<file path="src/logic/lcsr_pkg.sv">
// lcsr_pkg: shared constants and types for the led current settings register
// assumes: one byte-wide register port, operating mode supplied by the control logic
package lcsr_pkg;
  localparam logic [7:0] LCSR_ADDR_SETTINGS = 8'h02;
  localparam logic [7:0] LCSR_ADDR_PASSWORD = 8'h80;
  localparam logic [7:0] LCSR_PASSWORD = 8'hA1;
  localparam logic [7:0] LCSR_RESET = 8'hB4;
  localparam logic [1:0] LCSR_SRC_LEVELS = 2'b00;
  localparam logic [1:0] LCSR_SRC_FINE = 2'b01;
  localparam logic [1:0] LCSR_SRC_LEVELS2 = 2'b10;
  localparam logic [1:0] LCSR_SRC_HIGH = 2'b11;
  localparam logic [1:0] LCSR_MODE_OFF = 2'b00;
  localparam logic [1:0] LCSR_MODE_IND = 2'b01;
  localparam logic [1:0] LCSR_MODE_ASSIST = 2'b10;
  localparam logic [1:0] LCSR_MODE_FLASH = 2'b11;
  // currents in microamps
  localparam logic [19:0] LCSR_FINE_STEP_UA = 20'd10000;
  localparam logic [19:0] LCSR_HIGH_STEP_UA = 20'd15625;
  localparam logic [19:0] LCSR_PSKIP_LIMIT_UA = 20'd320000;
  localparam logic [19:0] LCSR_ASSIST_LO_UA = 20'd51600;
  localparam logic [19:0] LCSR_ASSIST_HI_UA = 20'd72300;
  localparam logic [19:0] LCSR_FLASH_BASE_UA = 20'd260000;
  localparam logic [19:0] LCSR_FLASH_STEP_UA = 20'd20000;
  localparam logic [19:0] LCSR_IND_UA0 = 20'd1350;
  localparam logic [19:0] LCSR_IND_UA1 = 20'd2900;
  localparam logic [19:0] LCSR_IND_UA2 = 20'd4400;
  localparam logic [19:0] LCSR_IND_UA3 = 20'd6000;
  localparam int LCSR_PWM_PERIOD = 32;
  typedef struct packed {
    logic [1:0] flash_level;
    logic assist_level;
    logic [1:0] indicator_level;
    logic fixed_freq_enable;
    logic [1:0] led_source_select;
  } lcsr_fields_t;
  typedef struct packed {
    logic [19:0] current_ua;
    logic pulse_skip;
    logic pwm_on;
  } lcsr_drive_t;
endpackage

</file>
<file path="src/logic/lcsr_pwm.sv">
// lcsr_pwm: 32-slot duty generator for indicator light
// assumes: level from the same clock domain
`timescale 1ns/1ps
module lcsr_pwm
  import lcsr_pkg::*;
(
  input wire logic clk,
  input wire logic nrst,
  input wire logic [1:0] level,
  output logic on
);
  logic [4:0] slot;
  always_ff @(posedge clk or negedge nrst)
  begin
    if (!nrst)
      slot <= 5'h0;
    else
      slot <= slot + 5'h1;
  end
  // duty (level+1)/32
  always_ff @(posedge clk or negedge nrst)
  begin
    if (!nrst)
      on <= 1'b0;
    else
      on <= ({3'b000, level} >= slot);
  end
endmodule

</file>
<file path="src/logic/lcsr_top.sv">
// lcsr_top: led current settings register with password-guarded source select
// assumes: serial bus engine delivers decoded byte writes and reads on CLK
// How it works
// - select 10 takes current from indicator, assist and flash level fields
// - select 01 scales the five-bit code at 10mA per step
// - select 11 scales the five-bit code at 15.625mA per step to 500mA
// - five-bit code only in flash and assist modes with select 01 or 11
// - fixed frequency bit set disables pulse skip in flash and assist at currents up to 320mA
// - fixed frequency bit clear allows pulse skip in every mode
// - currents above 320mA always force pulse skip
// - indicator level selects pwm duty of one to four thirty-seconds
// - indicator average current 1.35, 2.9, 4.4 or 6.0mA
// - assist level selects 51.6mA or 72.3mA
// - flash level selects 260, 280, 300 or 320mA
`timescale 1ns/1ps
module lcsr_top
  import lcsr_pkg::*;
(
  // clock and reset
  input wire logic CLK,
  input wire logic NRST,
  // register port from the serial engine
  input wire logic WR_EN,
  input wire logic RD_EN,
  input wire logic [7:0] ADDR,
  input wire logic [7:0] WDATA,
  output logic [7:0] RDATA,
  // operating mode from the control register
  input wire logic [1:0] OP_MODE,
  // drive to the analog current source and boost
  output logic [19:0] LED_DRIVE_OUTPUT_UA,
  output logic LED_DRIVE_OUTPUT_ON,
  output logic PULSE_SKIP
);
  logic [7:0] settings;
  logic unlocked;
  logic pwm_on;
  lcsr_fields_t f;
  lcsr_drive_t next_drive;
  logic [19:0] fine_ua;
  logic sel_wr;
  logic pw_wr;

  assign f = lcsr_fields_t'(settings);
  assign sel_wr = WR_EN && (ADDR == LCSR_ADDR_SETTINGS);
  assign pw_wr = WR_EN && (ADDR == LCSR_ADDR_PASSWORD);

  // ----------------------------------------
  // password and register
  // ----------------------------------------
  // unlock lasts exactly until the next write of any kind
  always_ff @(posedge CLK or negedge NRST)
  begin
    if (!NRST)
      unlocked <= 1'b0;
    else if (WR_EN)
      unlocked <= pw_wr && (WDATA == LCSR_PASSWORD);
  end

  always_ff @(posedge CLK or negedge NRST)
  begin
    if (!NRST)
      settings <= LCSR_RESET;
    else if (sel_wr)
    begin
      settings[7:2] <= WDATA[7:2];
      if (unlocked)
        settings[1:0] <= WDATA[1:0];
    end
  end

  always_ff @(posedge CLK or negedge NRST)
  begin
    if (!NRST)
      RDATA <= 8'h00;
    else if (RD_EN)
      RDATA <= (ADDR == LCSR_ADDR_SETTINGS) ? settings : 8'h00;
  end

  // ----------------------------------------
  // indicator pwm
  // ----------------------------------------
  lcsr_pwm u_pwm (
    .clk(CLK),
    .nrst(NRST),
    .level(f.indicator_level),
    .on(pwm_on)
  );

  // ----------------------------------------
  // current selection
  // ----------------------------------------
  always_comb
  begin
    fine_ua = 20'd0;
    next_drive = '0;
    if (f.led_source_select == LCSR_SRC_HIGH)
      fine_ua = 20'((20'({15'd0, settings[7:3]}) + 20'd1) * LCSR_HIGH_STEP_UA);
    else
      fine_ua = 20'((20'({15'd0, settings[7:3]}) + 20'd1) * LCSR_FINE_STEP_UA);
    unique case (OP_MODE)
      LCSR_MODE_OFF:
        next_drive.current_ua = 20'd0;
      LCSR_MODE_IND:
      begin
        next_drive.pwm_on = pwm_on;
        unique case (f.indicator_level)
          2'b00: next_drive.current_ua = LCSR_IND_UA0;
          2'b01: next_drive.current_ua = LCSR_IND_UA1;
          2'b10: next_drive.current_ua = LCSR_IND_UA2;
          2'b11: next_drive.current_ua = LCSR_IND_UA3;
        endcase
      end
      LCSR_MODE_ASSIST:
      begin
        next_drive.pwm_on = 1'b1;
        if (f.led_source_select[0])
          next_drive.current_ua = fine_ua;
        else
          next_drive.current_ua = f.assist_level ? LCSR_ASSIST_HI_UA : LCSR_ASSIST_LO_UA;
      end
      LCSR_MODE_FLASH:
      begin
        next_drive.pwm_on = 1'b1;
        if (f.led_source_select[0])
          next_drive.current_ua = fine_ua;
        else
          next_drive.current_ua = 20'(LCSR_FLASH_BASE_UA + 20'({18'd0, f.flash_level}) * LCSR_FLASH_STEP_UA);
      end
    endcase
    if (next_drive.current_ua > LCSR_PSKIP_LIMIT_UA)
      next_drive.pulse_skip = 1'b1;
    else if (OP_MODE == LCSR_MODE_ASSIST || OP_MODE == LCSR_MODE_FLASH)
      next_drive.pulse_skip = !f.fixed_freq_enable;
    else
      next_drive.pulse_skip = 1'b1;
  end

  always_ff @(posedge CLK or negedge NRST)
  begin
    if (!NRST)
    begin
      LED_DRIVE_OUTPUT_UA <= 20'd0;
      LED_DRIVE_OUTPUT_ON <= 1'b0;
      PULSE_SKIP <= 1'b1;
    end
    else
    begin
      LED_DRIVE_OUTPUT_UA <= next_drive.current_ua;
      LED_DRIVE_OUTPUT_ON <= next_drive.pwm_on;
      PULSE_SKIP <= next_drive.pulse_skip;
    end
  end

  // ----------------------------------------
  // checker helpers
  // ----------------------------------------
  // settle covers entry, the pwm register, the output register and a full 32-slot window
  localparam logic [5:0] IND_SETTLE = 6'h24;
  localparam logic [5:0] IND_RUN_MAX = 6'h3F;
  logic [5:0] ind_run;
  logic [31:0] on_hist;

  // saturates so a long indicator phase never wraps back below the settle mark
  always_ff @(posedge CLK or negedge NRST)
  begin
    if (!NRST)
      ind_run <= 6'h00;
    else if (sel_wr || OP_MODE != LCSR_MODE_IND)
      ind_run <= 6'h00;
    else if (ind_run != IND_RUN_MAX)
      ind_run <= ind_run + 6'h01;
  end

  always_ff @(posedge CLK or negedge NRST)
  begin
    if (!NRST)
      on_hist <= 32'h0000_0000;
    else
      on_hist <= {on_hist[30:0], LED_DRIVE_OUTPUT_ON};
  end
endmodule

</file>
<file path="config.mk">
export PLATFORM = sky130hd
export DESIGN_NAME = lcsr_top
export DESIGN_NICKNAME = d
export VERILOG_FILES = /design/src/logic/lcsr_pkg.sv /design/src/logic/lcsr_pwm.sv /design/src/logic/lcsr_top.sv
export SDC_FILE = /design/constraint.sdc
export NUM_CORES = 1
export LEC_CHECK = 0
export BUFFER_PORTS_ARGS = -buffer_cell sky130_fd_sc_hd__buf_4
export CORE_UTILIZATION = 45
export DETAILED_ROUTE_END_ITERATION = 8
export PLACE_DENSITY = 0.68
export RECOVER_POWER = 100
export SETUP_SLACK_MARGIN = 0.5
export SLEW_MARGIN = 30
export SYNTH_ARGS = -nofsm -noshare
export SYNTH_HDL_FRONTEND = slang
export SYNTH_HIERARCHICAL = 1
export SYNTH_SLANG_ARGS = --single-unit
</file>
<file path="constraint.sdc">
create_clock -name CLK -period 4.4 [get_ports CLK]
set_clock_uncertainty 0.05 [all_clocks]
set_input_delay 0 -clock CLK [delete_from_list [all_inputs] [get_ports CLK]]
set_output_delay 0 -clock CLK [all_outputs]
set_load 0.005 [all_outputs]
</file>
Word level (Yosys, flattened, before mapping)
Cells that the tools add are included.
Word-level totals
  flip-flop bits (word level): 45
  input bits: 22
  output and inout bits: 30
Cells by class
  add/subtract/negate cells: 3
  multipliers: 3
  magnitude comparators: 2
  equal/unequal tests: 10
  multiplexer cells: 10
  reduce and logical (&&, ||, !) cells: 9
Operators by type and width (number)
  $pmux W20 S4: 2
  $mux W20: 3
  $gt A20 B19 Y1 const B: 1
  $mul A20 B14 Y20 const B: 1
  $add A18 B17 Y19 const A: 1
  $mux W17: 1
  $eq A8 B8 Y1 const B: 2
  $mul A6 B10 Y16 const B: 1
  $mul A2 B10 Y12 const B: 1
  $eq A2 B2 Y1 const B: 5
  $eq A8 B2 Y1 const B: 1
  $mux W8: 1
  $add A5 B1 Y6 const B: 1
  $add A5 B1 Y5 const B: 1
  $ge A2 B5 Y1: 1
  $eq A2 B1 Y1 const B: 2
  $logic_not A2 Y1: 2
  $logic_and A1 B1 Y1: 3
  $mux W1: 2
  $pmux W1 S2: 1
  $reduce_and A2 Y1: 1
  $reduce_or A2 Y1: 1
  $logic_not A1 Y1: 1
  $logic_or A1 B1 Y1: 1

Longest topological paths before layout
Gate-level depths: netlist of the first run.
  depth in word-level cells: 7
  mapped depth: 19
  gate-level depth less buffers: 18

Modules after synthesis
Netlist of the first run, hierarchy kept.
Modules (own cells, without submodules)
  lcsr_top: instances 1, cells each 455, area each 4095.2 sq um, sequential area each 982.2 sq um
  lcsr_pwm: instances 1, cells each 20, area each 252.7 sq um, sequential area each 150.1 sq um

Least setup slack after synthesis of the first run
Ideal clock, no wire load.
  kind: flip-flop to flip-flop
  start point: reg settings[4], in the netlist f[4]
  end point: reg PULSE_SKIP
  arrival time: 4.514 ns
  required time: 4.263 ns
  path slack: -0.251 ns
  stages on the path, launching flop included: 16
  cells stage by stage: dfstp_2 > ha_1 > nand3_1 > xnor2_1 > fa_1 > inv_1 > fa_1 > fa_1 > inv_1 > ha_1 > inv_1 > a21oi_1 > o221ai_2 > o311a_1 > a21oi_2 > o211ai_2
RTL lines
  from (decl): line lcsr_top.sv:35  | logic [7:0] settings;
  from (signal assigned): line lcsr_top.sv:66  | settings[7:2] <= WDATA[7:2];
  to (signal assigned): line lcsr_top.sv:151  | PULSE_SKIP <= next_drive.pulse_skip;
  to (decl): line lcsr_top.sv:33  | output logic PULSE_SKIP

==> results.json, run 1 <==
{
  "worstSetupEndpoint": "PULSE_SKIP",
  "clk_pin_slew_ns": 0.09,
  "maxUsedRoutingLayer": "met4",
  "overflow": 0,
  "grt_pass1_vias": 3995,
  "core_um2": 9284,
  "cts_tree": "yes",
  "violations": "capacitance limit, slew limit",
  "reg2reg_from": "f[4]",
  "yosysMostFrequentCell": "ha_1",
  "syn_nets": 575,
  "reg2reg_depth": 17,
  "synth_cell_types": 75,
  "syn_area_per_cell_um2": 9.154,
  "drt-vias-per-instance": 5.700,
  "ys_seq_area_share_pct": 26.04,
  "cts_sinks": 45,
  "setup_viol": 0,
  "finalNonFillerCells": 703,
  "synth_edf_count": 0,
  "met2_length_mm": 5.996,
  "routabilityCongestion": 0.8841,
  "finalCritPeriodShare_pct": 98.16,
  "ys_warn_count": 6,
  "p_leak_uw": 0.002617,
  "dieWidth_um": 100.3,
  "power_density_nw_per_um2": 212.1,
  "slew_viol_final": 46,
  "syn2layout_area_growth_pct": 33.21,
  "wl_met3_um": 912,
  "drive_above_1_share_pct": 32.40,
  "critPathRequiredTime_ns": 4.57,
  "cts_inserted_buffers": 5,
  "grt_max_degree": 46,
  "place_area_um2": 5150,
  "port_buffers": 51,
  "clock.fmax_mhz": 231.5,
  "yosys.area.top_type": "dfrtp_1",
  "drt_first_pass_iters": 5,
  "drc": 0,
  "placed_cells": 655,
  "wl_per_cell_um": 17.98,
  "clk_latency_ns": 0.29,
  "drv_cap": 1,
  "worst_slew_pin_slew_ns": 2.290,
  "async_reset_ff_share_pct": 100.0,
  "vdd_ir_drop_max_mv": 0.1212,
  "totalWireLength_mm": 12.64,
  "r2r_end": "PULSE_SKIP",
  "grtUsageTotal_pct": 25.82,
  "cts_root_buf": "clkbuf_8",
  "synthTopCellsByCount": "ha_1, inv_1, dfrtp_1, nand2_1, o21ai_0",
  "cts_buffer_depth": 2,
  "synth_area_um2": 4348,
  "grt_pass1_wl_mm": 20.09,
  "dp.final_hpwl_mm": 9.446,
  "period_needed_ns": 4.319,
  "start_util_pct": 46.83,
  "reg2reg_slack_ns": 0.08,
  "drt_iter0_markers": 277,
  "yosys-top-cells-area": "dfrtp_1, ha_1, fa_1",
  "finalHoldViolations": 0,
  "hp-class": "in2reg",
  "postLayoutCellArea_um2": 5792,
  "wirelength_met1_mm": 5.161,
  "syn_inst": 475,
  "synth.top_cell.area_share_pct": 23.02,
  "worstPathArrival_ns": 4.49,
  "slew_headroom_pct": -52.68,
  "critPathLaunchType": "register",
  "tns_ns": 0,
  "path_class": "reg2reg",
  "antenna-diode-count": 0,
  "cp-end-kind": "register",
  "antenna_found_initial": 0,
  "nets": 674,
  "die_h_um": 100.3,
  "drtAntennaViolNets": 0,
  "ys_ff_latch": 45,
  "critPathMaxFanout": 8,
  "die_area_um2": 10060,
  "num_rows": 35,
  "crit_start": "f[4]",
  "outcome": "finished, violations left",
  "htreeDepth": 2,
  "pin_count": 52,
  "rsz0062_at_grt": "yes",
  "ys.flop_type": "dfrtp_1",
  "vias": 4007
}
==> worst min path at each step <==
stage / from / end / slack (ns) / cells after the start
after floorplan: NRST / LED_DRIVE_OUTPUT_ON / -0.35 / 0
after global placement: NRST / LED_DRIVE_OUTPUT_UA[16] / -0.04 / 1
after detailed placement: NRST / LED_DRIVE_OUTPUT_UA[16] / -0.01 / 1
after CTS: OP_MODE[1] / LED_DRIVE_OUTPUT_UA[1] / 0.04 / 2
after global routing: OP_MODE[1] / LED_DRIVE_OUTPUT_UA[11] / 0.06 / 3
final: OP_MODE[1] / LED_DRIVE_OUTPUT_UA[1] / 0.05 / 2
==> cell usage in the layout, fill, tap and decap left out, drive strengths merged, types with 14 or more instances in the layout <==
cell type,n
a21oi,24
buf,60
clkbuf,39
dfrtp,40
fa,14
ha,64
inv,59
nand2,33
nand3,14
nor2,26
o21ai,31
==> state kept, by name (all words and copies together) (netlist names) <==
signal               flops
RDATA                    8
unlocked                 1
PULSE_SKIP               1
u_pwm/slot               5
f                        8
LED_DRIVE_OUTPUT_UA     20
LED_DRIVE_OUTPUT_ON      1
u_pwm/on                 1
==> metrics by stage <==
stage / utilization (%) / total power [µW] / worst slack, ns / hold slack [ns]
2_1_floorplan: - / 725.2 / 0.3373 / -0.3456
3_3_place_gp: 55.47 / 844.4 / 0.07120 / -0.03933
3_5_place_dp: 55.47 / 849.3 / 0.02364 / -0.01331
4_1_cts: 60.88 / 1195 / 0.2066 / 0.03517
5_1_grt: 62.39 / 1297 / -0.04464 / 0.06176
6_report: 62.39 / 1229 / 0.08095 / 0.05015
==> critical path, cell delays in order, from the launching register on <==
cell and delay, ns:
dfstp_2 0.61, buf_6 0.14, nand3_4 0.08, xnor2_4 0.19, clkinv_4 0.13, fa_2 0.58, inv_2 0.05, fa_1 0.50
inv_2 0.05, ha_4 0.16, ha_4 0.30, inv_1 0.08, or4_1 0.56, a21oi_1 0.20, o21ai_0 0.12, nand2_1 0.12
o2111ai_2 0.14, o211ai_2 0.17
==> cell families (layout without fill, tap and decap cells) <==
logic type,Yosys count,in the layout,share of synthesized area (%)
mux,11,11,2.791
flops,45,45,26.04
buf+inv,77,176,7.712
fa+ha+maj,78,78,24.86
compound gates,112,112,18.53
xor+xnor,18,18,3.626
simple gates,134,134,16.43
==> power breakdown <==
group / internal [µW] / switching [µW] / total [µW]
Sequential: 427 / 7.68 / 435
Combinational: 221 / 270 / 491
Clock: 165 / 137 / 302
Total: 814 / 415 / 1230
==> layer usage <==
metal	vias up	global-route usage, %
met5	-	0
met4	0	11.48
met3	51	6.198
met2	193	42.99
met1	1899	31.73
li1	1864	-
==> area by class of cell <==
cell class              count  area (µm²)
fillers                   756        3492
multi-input cells         353        3306
flip-flops and latches     45        1137
repair buffers            107       837.1
inverters                  62       246.5
well taps                 129       161.4
clock buffers               5       68.82
clock inverters             2       35.03
==> what timing repair did <==
item / 4_1_cts / 5_1_grt
endpoints found under the setup margin: 7 / 10
pin swaps: 22 / 19
buffers inserted: 17 / 11
endpoints found under the hold margin: 58 / 0
hold buffers: 13 / 0
resized for setup: 24 / 19
Power figures use the tool's default switching activity.
==> inputs of run 2 (changes only) <==
--- a/config.mk
+++ b/config.mk
@@ -14,5 +14,4 @@
 export SLEW_MARGIN = 30
 export SYNTH_ARGS = -nofsm -noshare
 export SYNTH_HDL_FRONTEND = slang
-export SYNTH_HIERARCHICAL = 1
 export SYNTH_SLANG_ARGS = --single-unit
==> run 2 against run 1 <==
Net effect: the flow still finishes with violations (capacitance limit, slew limit); global-route usage shrank 0.082 points; first-iteration DRC count grew 8.7%; non-clock buffer count up 19; sequential power about the same; via count shrank 2.3%; routed wire length down 2.1%; synthesized area shrank 1.1%; critical path type unchanged; critical endpoint unchanged.
==> results.json, run 2 <==
{
  "outcome": "finished, violations left",
  "violations": "capacitance limit, slew limit",
  "hp-class": "in2reg",
  "overflow": 0,
  "drv_cap": 1,
  "clk_pin_slew_ns": 0.08,
  "critPathMaxFanout": 4,
  "drt_first_pass_iters": 4,
  "finalHoldViolations": 0,
  "cp-end-kind": "register",
  "ys_warn_count": 0,
  "grt_pass1_wl_mm": 19.93,
  "finalCritPeriodShare_pct": 99.03,
  "power_density_nw_per_um2": 216.8,
  "clk_latency_ns": 0.30,
  "p_leak_uw": 0.002814,
  "start_util_pct": 46.54,
  "synth_cell_types": 65,
  "setup_viol": 0,
  "drt-vias-per-instance": 5.414,
  "final_cell_mix": "buf_4, ha_1, inv_1, dfrtp_1, nand2_1",
  "die_area_um2": 9951,
  "syn2layout_area_growth_pct": 38.35,
  "port_buffers": 51,
  "drt_iter0_markers": 301,
  "critPathRequiredTime_ns": 4.56,
  "synth_edf_count": 0,
  "cts_root_buf": "clkbuf_8",
  "die_h_um": 99.76,
  "pin_count": 52,
  "critPathLaunchType": "register",
  "drtAntennaViolNets": 0,
  "vias": 3914,
  "antenna_found_initial": 0,
  "worstPathArrival_ns": 4.52,
  "finalNonFillerCells": 723,
  "tns_ns": 0,
  "synthTopCellsByCount": "ha_1, inv_1, dfrtp_1, nand2_1, o21ai_0",
  "synth.top_cell.area_share_pct": 23.28,
  "synth_area_um2": 4300,
  "grtUsageTotal_pct": 25.74,
  "drc": 0,
  "grt_pass1_vias": 4113,
  "syn_area_per_cell_um2": 8.978,
  "cts_inserted_buffers": 5,
  "cts_tree": "yes",
  "slew_viol_final": 46,
  "yosys.area.top_type": "dfrtp_1",
  "period_needed_ns": 4.357,
  "ys_seq_area_share_pct": 26.33,
  "syn_inst": 479,
  "max_flop_register": "LED_DRIVE_OUTPUT_UA",
  "rsz0062_at_grt": "yes",
  "async_reset_ff_share_pct": 100.0,
  "num_rows": 35,
  "dp.final_hpwl_mm": 9.123,
  "wl_per_cell_um": 17.12,
  "final_common_cell": "buf_4",
  "path_class": "reg2reg",
  "placed_cells": 678,
  "ys_ff_latch": 45,
  "nets": 693,
  "routabilityCongestion": 0.8993,
  "totalWireLength_mm": 12.38,
  "antenna-diode-count": 0,
  "worst_slew_pin_slew_ns": 2.324,
  "grt_max_degree": 46,
  "clock.fmax_mhz": 229.5,
  "vdd_ir_drop_max_mv": 0.1509,
  "dieWidth_um": 99.76,
  "largest_reg_flops": 20,
  "cts_buffer_depth": 2,
  "nFillCells": 760,
  "drive_above_1_share_pct": 35.35,
  "ys.flop_type": "dfrtp_1",
  "slew_headroom_pct": -54.96,
  "cts_sinks": 45,
  "htreeDepth": 2,
  "core_um2": 9240,
  "syn_nets": 578,
  "yosysMostFrequentCell": "ha_1",
  "yosys-top-cells-area": "dfrtp_1, ha_1, fa_1"
}
run 2: cell types whose count changed in the layout (fill, tap and decap cells not counted), moves of 4 or more:
cell | before | now
inv_2 | 9 | 14
nand2b_1 | 5 | 10
ha_4 | 14 | 10
inv_1 | 48 | 40
o211ai_1 | 7 | 3
nand4_1 | 4 | 0
a21oi_1 | 21 | 16
buf_4 | 56 | 76
nor2b_1 | 3 | 7
run 2: path summary, 6_finish.rpt:
path / from / slack [ns] / end / cells after the start
min reg2reg: u_pwm.on / 0.41 / LED_DRIVE_OUTPUT_ON / 1
min in group asynchronous: NRST / 0.90 / u_pwm.slot[4] / 2
max reg2reg: f[4] / 0.04 / PULSE_SKIP / 20
min: OP_MODE[0] / 0.04 / LED_DRIVE_OUTPUT_ON / 2
max in group asynchronous: NRST / 1.92 / f[3] / 2
max: f[4] / 0.04 / PULSE_SKIP / 20
run 2: power breakdown:
group / internal [µW] / switching (µW) / total, µW
clock network: 165 / 134 / 299
logic: 273 / 284 / 557
registers: 427 / 6.23 / 434
total: 865 / 425 / 1290
run 2: critical path, cell delays in order (launching register included):
cell	delay, ns
dfstp_2	0.58
ha_4	0.17
nand3_4	0.12
buf_12	0.16
xnor2_4	0.13
ha_4	0.28
inv_2	0.04
fa_1	0.47
fa_1	0.54
inv_2	0.05
ha_4	0.24
buf_6	0.13
a211oi_4	0.23
buf_4	0.15
a21oi_2	0.05
o21ai_2	0.10
o21ai_0	0.12
nor2_1	0.20
o31ai_4	0.08
nor4_2	0.30
a21oi_1	0.10
run 2: cells by family after synthesis:
logic type	count (synthesis)	share of synthesized area, %
xor+xnor	23	4.859
flops	45	26.33
compound gates	114	17.57
simple gates	132	16.00
buf+inv	72	6.488
other cells	1	0.08720
fa+ha+maj	78	25.11
mux	14	3.550
run 2: routing by layer:
metal | part of all wire, % | vias up | track usage, %
met3 | 5.7 | 39 | 4.427
met1 | 41 | 1823 | 30.44
met2 | 49 | 153 | 45.46
li1 | - | 1899 | -
met5 | 0 | - | 0
met4 | 4.2 | 0 | 11.65
run 2: timing repair:
| action | in CTS | in global routing |
|---|---|---|
| pin swaps | 22 | 21 |
| setup endpoints to repair | 8 | 10 |
| hold endpoints to repair | 57 | 0 |
| buffers inserted | 21 | 5 |
| resized for setup | 37 | 25 |
| hold buffers | 12 | 0 |
run 2: through the flow:
stage	worst slack [ns]	total power, µW	utilization (%)	hold slack, ns	area (µm²)
5_1_grt	-0.1417	1364	64.39	0.04279	5949
2_1_floorplan	0.007351	726.4	-	-0.3456	4484
3_3_place_gp	0.006706	848.7	56.43	-0.03753	5214
6_report	0.04286	1290	64.39	0.04409	5949
3_5_place_dp	-0.1224	856.9	56.43	-0.02037	5214
4_1_cts	0.02706	1253	63.10	0.02620	5831
run 2: area by class of cell:
type                       count  area [µm²]  area share [%]
multi-input combinational    362        3347           56.26
sequential                    45        1134           19.05
timing repair buffer         126        1001           16.82
inverter                      54       202.7           3.407
clock inverter                 2       35.03          0.5889
clock buffer                   5       68.82           1.157
tap                          129       161.4           2.713
==> inputs of run 3 (changes only) <==
--- a/config.mk
+++ b/config.mk
@@ -6,9 +6,10 @@
 export NUM_CORES = 1
 export LEC_CHECK = 0
 export BUFFER_PORTS_ARGS = -buffer_cell sky130_fd_sc_hd__buf_4
+export CORE_ASPECT_RATIO = 1.25
 export CORE_UTILIZATION = 45
 export DETAILED_ROUTE_END_ITERATION = 8
-export PLACE_DENSITY = 0.68
+export PLACE_DENSITY = 0.65
 export RECOVER_POWER = 100
 export SETUP_SLACK_MARGIN = 0.5
 export SLEW_MARGIN = 30
==> constraint.sdc (replaced) <==
create_clock -name CLK -period 5.5 [get_ports CLK]
set_clock_uncertainty 0.05 [all_clocks]
set_input_delay 0 -clock CLK [delete_from_list [all_inputs] [get_ports CLK]]
set_output_delay 0 -clock CLK [all_outputs]
set_load 0.005 [all_outputs]
==> run 3 against run 2 <==
Net effect: the flow still finishes with violations (capacitance limit, slew limit); routed wire length shrank 4.9%; sequential power down 19%; non-clock buffer count is 53 lower; clock power increased by 5%; critical endpoint unchanged; combinational power shrank 44%; critical path type unchanged; global-route usage is 0.32 points lower; largest cell class unchanged; setup slack better by 0.59 ns; power fell by 24%.
==> results.json, run 3 (synthesis gave the netlist of run 2 again) <==
{
  "final_cell_mix": "ha_1, inv_1, dfrtp_1, nand2_1, clkbuf_4",
  "clkPwrFrac_pct": 32.2,
  "hp-class": "in2reg",
  "start_util_pct": 46.63,
  "wl_per_cell_um": 17.69,
  "tns_ns": 0,
  "violations": "capacitance limit, slew limit",
  "cts_tree": "yes",
  "cp-end-kind": "register",
  "slew_viol_final": 46,
  "rsz0062_at_grt": "no",
  "grt_pass1_vias": 3882,
  "clk_latency_ns": 0.29,
  "grtUsageTotal_pct": 25.41,
  "drc": 0,
  "path_class": "reg2reg",
  "antenna-diode-count": 0,
  "num_rows": 39,
  "drv_cap": 1,
  "worst_slew_pin_slew_ns": 2.336,
  "drt_iter0_markers": 173,
  "slew_headroom_pct": -55.77,
  "drtAntennaViolNets": 0,
  "totalWireLength_mm": 11.77,
  "die_area_um2": 9954,
  "dp.final_hpwl_mm": 8.926,
  "clk_pin_slew_ns": 0.07,
  "routabilityCongestion": 0.9115,
  "grt_max_degree": 46,
  "cts_buffer_depth": 2,
  "clock.fmax_mhz": 205.3,
  "outcome": "finished, violations left",
  "whs_path_depth": 2,
  "final_common_cell": "ha_1",
  "sequentialPowerShare_pct": 35.9,
  "internal_power_uw": 650.0,
  "placed_cells": 640,
  "port_buffers": 51,
  "largest_reg_flops": 20,
  "die_h_um": 111.3,
  "pin_count": 52,
  "grt_pass1_wl_mm": 19.20,
  "drt_first_pass_iters": 4,
  "worstPathArrival_ns": 5.04,
  "period_needed_ns": 4.871,
  "critPathMaxFanout": 12,
  "overflow": 0,
  "reg2reg_depth": 17,
  "switching_share_pct": 33.52,
  "power_density_nw_per_um2": 188.9,
  "finalHoldViolations": 0,
  "max_flop_register": "LED_DRIVE_OUTPUT_UA",
  "htreeDepth": 2,
  "dieWidth_um": 89.44,
  "p_switching_uw": 327.8,
  "p_leak_uw": 0.002525,
  "critPathLaunchType": "register",
  "vdd_ir_drop_max_mv": 0.1668,
  "cts_inserted_buffers": 5,
  "core_um2": 9223,
  "drive_above_1_share_pct": 19.19,
  "antenna_found_initial": 0,
  "setup_viol": 0,
  "nets": 640,
  "cts_sinks": 45,
  "p_comb_share_pct": 31.9,
  "vias": 3776,
  "critPathRequiredTime_ns": 5.67,
  "cts_root_buf": "clkbuf_16",
  "drt-vias-per-instance": 5.678,
  "finalCritPeriodShare_pct": 88.57,
  "syn2layout_area_growth_pct": 20.34,
  "finalNonFillerCells": 665
}
[run 3: metal layers]
layer / vias up / GRT usage, % / share of wire, %
li1: 1789 / - / -
met1: 1827 / 31.19 / 39
met2: 125 / 44.12 / 51
met3: 35 / 2.978 / 5.4
met4: 0 / 10.26 / 4.2
met5: - / 0 / 0
[run 3: worst paths after layout]
| kind | from | end | slack, ns |
|---|---|---|---|
| max | f[7] | PULSE_SKIP | 0.63 |
| min | OP_MODE[1] | LED_DRIVE_OUTPUT_UA[18] | 0.04 |
| max reg2reg | f[7] | PULSE_SKIP | 0.63 |
| min reg2reg | u_pwm.on | LED_DRIVE_OUTPUT_ON | 0.42 |
| max in group asynchronous | NRST | f[6] | 2.98 |
| min in group asynchronous | NRST | LED_DRIVE_OUTPUT_UA[16] | 0.90 |
[run 3: cell type report]
class / count / area (µm²)
Clock inverter: 3 / 25.02
Fill cell: 845 / 4048
Inverter: 54 / 205.2
Multi-Input combinational cell: 362 / 2969
Tap cell: 123 / 153.9
Sequential cell: 45 / 1137
Timing Repair Buffer: 73 / 559.3
Clock buffer: 5 / 125.1
[run 3: timing repair]
item,in CTS,in global routing
pin swaps,1,2
resized for setup,6,19
hold endpoints to repair,57,0
hold buffers,12,0
setup buffers,0,5
setup endpoints to repair,4,5
[run 3: critical path: stages (launching register included)]
cell and delay, ns:
dfstp_4 0.74, ha_1 0.31, nand2_1 0.20, inv_4 0.10, fa_1 0.41, inv_1 0.13
fa_1 0.45, fa_1 0.55, inv_1 0.05, ha_1 0.35, inv_1 0.10, o21ai_0 0.08
a41o_1 0.23, or4_1 0.42, and3_1 0.18, nor3_1 0.25, nor4_2 0.06, a21oi_1 0.13
[run 3: per-stage QoR]
step | utilization (%) | setup WS [ns] | hold WS, ns | area (µm²) | total power (µW)
2_1_floorplan | - | 0.6098 | -0.3456 | 4300 | 550.9
3_3_place_gp | 52.03 | 0.3112 | -0.01586 | 4798 | 642.2
3_5_place_dp | 52.03 | 0.2483 | -0.008658 | 4798 | 647.5
4_1_cts | 55.08 | 0.5061 | 0.03443 | 5080 | 966.8
5_1_grt | 56.11 | 0.2790 | 0.05588 | 5175 | 1038
6_report | 56.11 | 0.6289 | 0.04280 | 5175 | 977.7
[run 3: power groups by stage]
stage	Combinational (µW)	Clock (µW)	Sequential, µW
finish	312	315	351
global route	350	336	352
CTS	298	317	352
detailed placement	290	0	358
global placement	285	0	357
floorplan	197	0	354
